**src/ebm_pkg.sv**
```systemverilog
package ebm_pkg;
    localparam int ADDR_W = 32;
    localparam int DATA_W = 16;
    localparam int FC_W   = 3;

    // Clock rate
    localparam int CLK_MHZ = 50;

    // Transfer size encodings on the size pins
    localparam logic [1:0] SIZ_LONG = 2'h0;
    localparam logic [1:0] SIZ_BYTE = 2'h1;
    localparam logic [1:0] SIZ_WORD = 2'h2;
    localparam logic [1:0] SIZ_TRI  = 2'h3;

    // Acknowledge codes, active low pair {high, low}
    localparam logic [1:0] ACK_NONE  = 2'h3;
    localparam logic [1:0] ACK_PORT8 = 2'h2;
    localparam logic [1:0] ACK_PORT16 = 2'h1;

    // Fast-termination cycle length in clocks
    localparam int FAST_CLKS = 2;

    typedef enum logic [2:0] {
        EBM_IDLE,
        EBM_S0,
        EBM_S2,
        EBM_WAIT,
        EBM_S4,
        EBM_FAST
    } ebm_state_e;

    typedef enum logic [1:0] {
        EBM_OK,
        EBM_BUS_ERROR_IN,
        EBM_RETRY
    } ebm_status_e;
endpackage

```
**src/ebm_sync.sv**
```systemverilog
`timescale 1ns/100ps
// Two-stage falling-edge synchroniser for asynchronous bus inputs
module ebm_sync #(
    parameter int WIDTH = 1,
    parameter logic [WIDTH-1:0] RST_VAL = '1
) (
    input  wire logic             core_clk_i,
    input  wire logic             rst_b_i,
    input  wire logic [WIDTH-1:0] async_i,
    output logic      [WIDTH-1:0] sync_o
);
    logic [WIDTH-1:0] meta;

    always_ff @(negedge core_clk_i or negedge rst_b_i) begin
        if (!rst_b_i) begin
            meta   <= RST_VAL;
            sync_o <= RST_VAL;
        end else begin
            meta   <= async_i;
            sync_o <= meta;
        end
    end
endmodule

```
**src/ebm_master.sv**
```systemverilog
`timescale 1ns/100ps
module ebm_master
    import ebm_pkg::*;
#(
    parameter int AW = ADDR_W,
    parameter int DW = DATA_W
) (
    input  wire logic          core_clk_i,
    input  wire logic          rst_b_i,
    // Core request side
    input  wire logic          req_valid_i,
    output logic               req_ready_o,
    input  wire logic          req_write_i,
    input  wire logic [AW-1:0] req_addr_i,
    input  wire logic [1:0]    req_size_i,
    input  wire logic [FC_W-1:0] req_fc_i,
    input  wire logic [DW-1:0] req_wdata_i,
    input  wire logic          fast_term_enable_i,
    input  wire logic [1:0]    ack_delay_field_i,
    output logic               done_o,
    output logic [DW-1:0]      rdata_o,
    output logic               port8_o,
    output ebm_status_e        status_o,
    // External bus
    output logic [AW-1:0]      addr_o,
    output logic [FC_W-1:0]    function_code_o,
    output logic               transfer_size_hi_o,
    output logic               transfer_size_lo_o,
    output logic               read_write_o,
    output logic               addr_strobe_b_o,
    output logic               data_strobe_b_o,
    output logic               upper_byte_write_en_b_o,
    output logic               lower_byte_write_en_b_o,
    input  wire logic [DW-1:0] data_i,
    output logic [DW-1:0]      data_o,
    output logic               data_oe_o,
    input  wire logic          port_ack_high_b_i,
    input  wire logic          port_ack_low_b_i,
    input  wire logic          bus_error_in_b_i,
    input  wire logic          halt_b_i,
    output logic               bus_clock_out_o
);
    ebm_state_e  state;
    ebm_state_e  next_state;
    logic [1:0]  ack_s;
    logic [1:0]  bus_error_in_s;
    logic [1:0]  ack_cap;
    logic        bus_error_in_seen;
    logic        halt_seen;
    logic        rd_phase;
    logic        is_write;
    logic        is_fast;
    logic        as_n;
    logic        ds_n;
    logic        we_n;
    logic [DW-1:0] rd_lat;

    // Two falling-edge stages keep metastability away from the sequencer
    ebm_sync #(.WIDTH(4), .RST_VAL(4'hf)) u_sync (
        .core_clk_i (core_clk_i),
        .rst_b_i    (rst_b_i),
        .async_i    ({port_ack_high_b_i, port_ack_low_b_i,
                      bus_error_in_b_i, halt_b_i}),
        .sync_o     ({ack_s, bus_error_in_s})
    );

    function automatic logic [1:0] lane_enables(input logic [1:0] siz,
                                                input logic a0);
        if (siz == SIZ_BYTE)
            lane_enables = a0 ? 2'b01 : 2'b10;
        else
            lane_enables = a0 ? 2'b01 : 2'b11;
    endfunction

    wire       ack_seen   = (ack_s != ACK_NONE);
    wire       bus_error_in_now   = !bus_error_in_s[1];
    wire       halt_now   = !bus_error_in_s[0];
    wire       terminated = ack_seen || bus_error_in_now;
    wire [1:0] lanes      = lane_enables({transfer_size_hi_o,
                                          transfer_size_lo_o}, addr_o[0]);
    wire       accept     = req_valid_i && state == EBM_IDLE;

    assign req_ready_o     = (state == EBM_IDLE);
    assign bus_clock_out_o = core_clk_i;

    // Sequencer steps on the falling edge like the bus it drives; S0/S1
    // and S4/S5 are the two halves of one falling-edge interval.
    always_comb begin
        next_state = state;
        case (state)
            EBM_IDLE: if (req_valid_i) next_state = EBM_S0;
            // fast termination ignores the acknowledge delay setting
            EBM_S0:   next_state = is_fast ? EBM_FAST : EBM_S2;
            EBM_S2:   next_state = terminated ? EBM_S4 : EBM_WAIT;
            EBM_WAIT: if (terminated) next_state = EBM_S4;
            EBM_S4:   next_state = EBM_IDLE;
            EBM_FAST: next_state = EBM_IDLE;
            default:  next_state = EBM_IDLE;
        endcase
    end

    always_ff @(negedge core_clk_i or negedge rst_b_i) begin
        if (!rst_b_i)
            state <= EBM_IDLE;
        else
            state <= next_state;
    end

    // Cycle attributes, held from S0 through the end of S5
    always_ff @(negedge core_clk_i or negedge rst_b_i) begin
        if (!rst_b_i) begin
            addr_o             <= '0;
            function_code_o    <= '0;
            transfer_size_hi_o <= 1'b0;
            transfer_size_lo_o <= 1'b0;
            read_write_o       <= 1'b1;
            is_write           <= 1'b0;
            is_fast            <= 1'b0;
            data_o             <= '0;
        end else if (accept) begin
            addr_o             <= req_addr_i;
            function_code_o    <= req_fc_i;
            transfer_size_hi_o <= req_size_i[1];
            transfer_size_lo_o <= req_size_i[0];
            read_write_o       <= !req_write_i;
            is_write           <= req_write_i;
            is_fast            <= fast_term_enable_i;
            data_o             <= req_wdata_i;
        end
    end

    // Strobes change half a clock after S0 begins, hence the rising edge
    always_ff @(posedge core_clk_i or negedge rst_b_i) begin
        if (!rst_b_i) begin
            as_n      <= 1'b1;
            ds_n      <= 1'b1;
            we_n      <= 1'b1;
            data_oe_o <= 1'b0;
        end else begin
            as_n <= !(state == EBM_S0 || state == EBM_S2 ||
                      state == EBM_WAIT || state == EBM_FAST);
            ds_n <= !((state == EBM_S0 && !is_write) ||
                      (state == EBM_FAST && !is_write) ||
                      ((state == EBM_S2 || state == EBM_WAIT) &&
                       !is_fast));
            we_n <= !(is_write && state != EBM_IDLE && state != EBM_S4);
            data_oe_o <= is_write && state != EBM_IDLE &&
                         !(state == EBM_S4 && next_state == EBM_IDLE &&
                           1'b0);
        end
    end

    assign addr_strobe_b_o         = as_n;
    assign data_strobe_b_o         = ds_n;
    assign upper_byte_write_en_b_o = !(!we_n && lanes[1]);
    assign lower_byte_write_en_b_o = !(!we_n && lanes[0]);

    // Termination capture: acknowledge code, bus error and halt
    always_ff @(negedge core_clk_i or negedge rst_b_i) begin
        if (!rst_b_i) begin
            ack_cap   <= ACK_NONE;
            bus_error_in_seen <= 1'b0;
            halt_seen <= 1'b0;
        end else if (accept) begin
            ack_cap   <= ACK_NONE;
            bus_error_in_seen <= 1'b0;
            halt_seen <= 1'b0;
        end else if (state == EBM_S2 || state == EBM_WAIT) begin
            if (terminated) begin
                ack_cap   <= ack_s;
                bus_error_in_seen <= bus_error_in_now;
                halt_seen <= halt_now;
            end
        end else if (state == EBM_S4) begin
            // Late bus error one clock after acknowledge still counts
            bus_error_in_seen <= bus_error_in_seen | bus_error_in_now;
            halt_seen <= halt_seen | (bus_error_in_now & halt_now);
        end
    end

    // Read data latched at the S4 (or EBM_FAST) falling edge, one after recognition
    always_ff @(negedge core_clk_i or negedge rst_b_i) begin
        if (!rst_b_i)
            rd_lat <= '0;
        else if ((state == EBM_S4 || state == EBM_FAST) && !is_write)
            rd_lat <= data_i;
    end

    always_ff @(negedge core_clk_i or negedge rst_b_i) begin
        if (!rst_b_i)
            rd_phase <= 1'b0;
        else
            rd_phase <= (state == EBM_S4 || state == EBM_FAST);
    end

    // Completion report to the core, one clock after the bus cycle ends
    always_ff @(negedge core_clk_i or negedge rst_b_i) begin
        if (!rst_b_i) begin
            done_o   <= 1'b0;
            rdata_o  <= '0;
            port8_o  <= 1'b0;
            status_o <= EBM_OK;
        end else begin
            done_o <= rd_phase;
            if (rd_phase) begin
                rdata_o <= rd_lat;
                port8_o <= !is_fast && ack_cap == ACK_PORT8;
                if (bus_error_in_seen && halt_seen)
                    status_o <= EBM_RETRY;
                else if (bus_error_in_seen)
                    status_o <= EBM_BUS_ERROR_IN;
                else
                    status_o <= EBM_OK;
            end
        end
    end

    // Assertions
    a_min_three_clk: assert property (@(negedge core_clk_i)
        disable iff (!rst_b_i)
        state == EBM_S0 && !is_fast |=> state != EBM_IDLE ##1
        state != EBM_IDLE)
        else $error("Acknowledged cycle shorter than three clocks");
    a_fast_two_clk: assert property (@(negedge core_clk_i)
        disable iff (!rst_b_i)
        state == EBM_S0 && is_fast |=> state == EBM_FAST ##1
        state == EBM_IDLE)
        else $error("Fast cycle not two clocks");
    a_zero_wait: assert property (@(negedge core_clk_i)
        disable iff (!rst_b_i)
        state == EBM_S2 && ack_seen |=> state == EBM_S4)
        else $error("Acknowledge at S2 did not skip waits");
    a_wait_insert: assert property (@(negedge core_clk_i)
        disable iff (!rst_b_i)
        state == EBM_S2 && !terminated |=> state == EBM_WAIT)
        else $error("Missing wait state");
    a_fast_no_ds: assert property (@(posedge core_clk_i)
        disable iff (!rst_b_i)
        is_fast && is_write && state != EBM_IDLE |=> ds_n)
        else $error("Data strobe asserted in fast write");
    a_attr_hold: assert property (@(negedge core_clk_i)
        disable iff (!rst_b_i)
        state == EBM_S4 |=> $stable(addr_o) && $stable(read_write_o))
        else $error("Attributes changed in S5");
    a_rw_level: assert property (@(negedge core_clk_i)
        disable iff (!rst_b_i)
        accept |=> read_write_o == !is_write)
        else $error("Direction wrong in S0");
    a_strobe_s5: assert property (@(posedge core_clk_i)
        disable iff (!rst_b_i)
        state == EBM_S4 |=> as_n && ds_n)
        else $error("Strobes not negated in S5");
    a_done_pulse: assert property (@(negedge core_clk_i)
        disable iff (!rst_b_i)
        state == EBM_S4 |=> ##1 done_o)
        else $error("Done missing after S4");
    c_zero_wait_rd: cover property (@(negedge core_clk_i)
        state == EBM_S2 && ack_seen && !is_write);
    c_wait_wr: cover property (@(negedge core_clk_i)
        state == EBM_WAIT && is_write);
    c_fast_rd: cover property (@(negedge core_clk_i)
        state == EBM_FAST && !is_write);
    c_bus_error_in: cover property (@(negedge core_clk_i)
        done_o && status_o == EBM_BUS_ERROR_IN);
endmodule

```
**config.mk**
```make
export PLATFORM = sky130hd
export DESIGN_NAME = ebm_master
export DESIGN_NICKNAME = d
export VERILOG_FILES = /design/src/ebm_pkg.sv /design/src/ebm_sync.sv /design/src/ebm_master.sv
export SDC_FILE = /design/constraint.sdc
export NUM_CORES = 1
export LEC_CHECK = 0
export ABC_CLOCK_PERIOD_IN_PS = 3700
export BUFFER_PORTS_ARGS = -buffer_cell sky130_fd_sc_hd__clkbuf_2
export CAP_MARGIN = 15
export CORE_AREA = 4 4 74 127
export DETAILED_ROUTE_END_ITERATION = 6
export DIE_AREA = 0 0 78 131
export PLACE_DENSITY = 0.84
export SYNTH_ARGS = -nofsm -noshare
export SYNTH_HDL_FRONTEND = slang
export SYNTH_SLANG_ARGS = --single-unit
```
**constraint.sdc**
```tcl
create_clock -name core_clk_i -period 3.7 [get_ports core_clk_i]
set_input_delay 0.185 -clock core_clk_i [delete_from_list [all_inputs] [get_ports core_clk_i]]
set_output_delay 0.185 -clock core_clk_i [all_outputs]
set_load 0.01 [all_outputs]
```
==> metrics <==
area delta synth->final 36.5%; syn_nets 351; vias in the first global route between 2000 and 3000; CP Data Arrival Time 3.34 ns; Peak VDD IR 0.693 mV; Sw Ratio 31.0%; Routability Congestion 0.828; die area 10200 sq um; # rows 44; placed cell count between 500 and 600; Reg2Reg Depth 2; final global-route overflow total 0; max incr delay on CP approximately 0.48 ns; flop and latch count out of synthesis about 110; IO buf count approximately 160; via count of the routed design 2856; Worst setup EP type output pin; Post-layout nets 530; Vias/cell ~4.9; final hold vios 0; storage element area 2820 sq um; CP max-delay cell dfrtn_1; sequential area share after synthesis 66.6%; worst-skew pair later-pin latency about 0.43 ns; critical path cell sequence nor3_1 -> clkbuf_2; area of the multi-input gates 1290 sq um; post-synthesis instance total 271; Slew Limit Fails 0; Yosys top cell area share 57.3%; CTS tree built; post-synthesis cell type count 29; core area 8310 sq um; combinational fraction of design power 31.0%; clk_skew 0.0561 ns; # fillers ~570; antenna violations before repair 0; RSZ-0062 raised after global routing false; Mapped Area 4240 sq um; cell taking the most area after synthesis dfrtn_1; Hold WC Path Type input pin to asynchronous set/reset pin; post-DP HPWL 6610 microns; Clk pin slew, worst setup/hold paths 0.05 ns; Lkg Pwr 2.82 nW; chip width approximately 78 microns; Critical Path RT 3.51 ns; global-route wire length before repair approximately 15000 microns; Initial Utilization 50.9%; Num CTS Buffers 17; slack of the critical path 0.179 ns; placed cell area 5140 sq um; pre-CTS setup slack ~0.36 ns; setup_tns 0 ns; largest net degree at the start of global routing 56; CP Max Fanout 10; Power Dens Cells 971 nW/um^2; WL per Instance 15.5 microns; sequential power share about two fifths; Inserted Diodes 0; status finished clean; IO Count roughly 160; share of layout cells above drive strength 1 60.9%; Final setup viols 0; Root Buffer clkbuf_16; Total GRT Usage 18.6%; WL final roughly 9000 microns; Layout Cells excl Fill approximately 580; average cell area after synthesis 15.6 sq um; Max Cap Violations 0; TritonRoute pass-1 iters 4; buffer depth of the longest clock path 2; P_int approximately 3.9 mW; number of DRC markers in iteration 0 54; Setup Crit Path Kind flip-flop to output pin; Die Span Y 131 microns; Max-slew headroom about two fifths; net switching power 1.74 mW; ranking of synthesized cells by area dfrtn_1, mux2_2, dfstp_2, mux2_1, buf_4; Ys Warns 0; crit start category flip-flop; CTS resizes 0; post-route ant nets 0; cts hold-fix bufs 0; Setup Fix Bufs, Post-CTS 0; final instance area 5780 sq um; # DRC 0; worst slew pin tran 0.872 ns; clock power share 29.0%; # H-tree levels 4
[cells by family after synthesis]
group	after synthesis	synth area share, %
AO/OA/AOI/OAI	20	2.78
buffers and inverters	21	3.04
flip-flops	112	66.6
multiplexers	87	23.1
AND/OR/NAND/NOR	31	4.46
[cell usage in the layout (no fill, tap or decap)]
master       n
a211oi_1     2
a21oi_1      8
a31o_2       1
and3_1       1
buf_12       2
buf_4        6
clkbuf_1     2
clkbuf_16   22
clkbuf_2   157
clkinv_1     1
clkinv_2     5
clkinv_4     1
dfrtn_1     97
dfrtp_1      1
dfstp_2     14
inv_1       16
inv_2        1
mux2_1      17
mux2_2      70
nand2_1      4
nand2b_1     2
nand3_1      7
nand3b_1     2
nor2_1       3
nor2b_1      5
nor3_1       1
nor3b_1      2
nor4_1       1
nor4b_4      1
o21ai_0      7
o32a_1       1
o32ai_1      1
or2_2        2
[registers in the layout (all words and copies together), names as in the netlist, 2 cells and up]
name,flops
u_sync.meta,4
function_code_o,3
u_sync.sync_o,4
rdata_o,16
addr_o,32
ack_cap,2
status_o,2
rd_lat,16
state,3
data_o,16
[final timing paths]
kind                            slack, ns                to      startpoint
max in group asynchronous            1.51         addr_o[8]         rst_b_i
worst max-delay path                 0.18       req_ready_o        state[0]
worst max register to register       0.63   data_strobe_b_o        state[0]
min in group core_clk_i              0.35  u_sync.sync_o[0]  u_sync.meta[0]
worst min register to register       0.35  u_sync.sync_o[0]  u_sync.meta[0]
worst min-delay path                 0.10   data_strobe_b_o         rst_b_i
[power groups by stage]
stage | clock, mW | sequential (mW) | combinational, mW
after global routing | 1.74 | 2.33 | 1.91
after floorplan | 0.0422 | 2.34 | 0.955
after detailed placement | 0.0362 | 2.26 | 1.77
after CTS | 1.67 | 2.25 | 1.78
final | 1.63 | 2.24 | 1.74
after global placement | 0.0362 | 2.21 | 1.70
[cells in the mapped netlist]
cell type	count
o21ai_0	7
a211oi_1	2
a21oi_1	8
dfrtn_1	97
buf_2	1
a31o_2	1
nor2_1	3
o32a_1	1
mux2_1	17
dfstp_2	14
o32ai_1	1
nand2_1	4
and3_1	1
nor3b_1	2
dfrtp_1	1
buf_6	3
nand3_1	7
nor2b_1	5
or2_2	2
nand3b_1	2
clkbuf_1	3
nor4_1	1
nor3_1	1
nand2b_1	2
nor4b_4	1
inv_1	6
buf_4	7
mux2_2	70
buf_1	1
[area by class of cell]
class / instances / area share (%)
sequential: 112 / 48.8
clock buffer: 25 / 9.74
multi-input combinational: 138 / 22.3
inverter: 5 / 0.325
tap: 115 / 2.49
timing repair buffer: 164 / 15.0
clock inverter: 19 / 1.43
[worst max-delay path: cells and delay by family, from the launching register on]
family        cells  cell delay, ns
buf+inv           1            0.21
flops             1            0.48
simple gates      1            0.42
[through the flow]
step                      power (mW)  util (%)  hold WS (ns)
after floorplan                 3.34         -        -0.111
after global placement          3.95      61.9         0.288
after detailed placement        4.07      61.9         0.288
after CTS                       5.69      69.5         0.108
after global routing            5.97      69.5         0.147
final                           5.61      69.5         0.102
[routing by layer]
layer	track usage [%]	share of wire, %	up-vias
met2	32.3	54	125
met4	8.44	2.4	0
met1	20.4	37	1400
met3	6.65	6.9	22
li1	-	-	1309
met5	0	0	-
(Power assumes the default switching activity.)
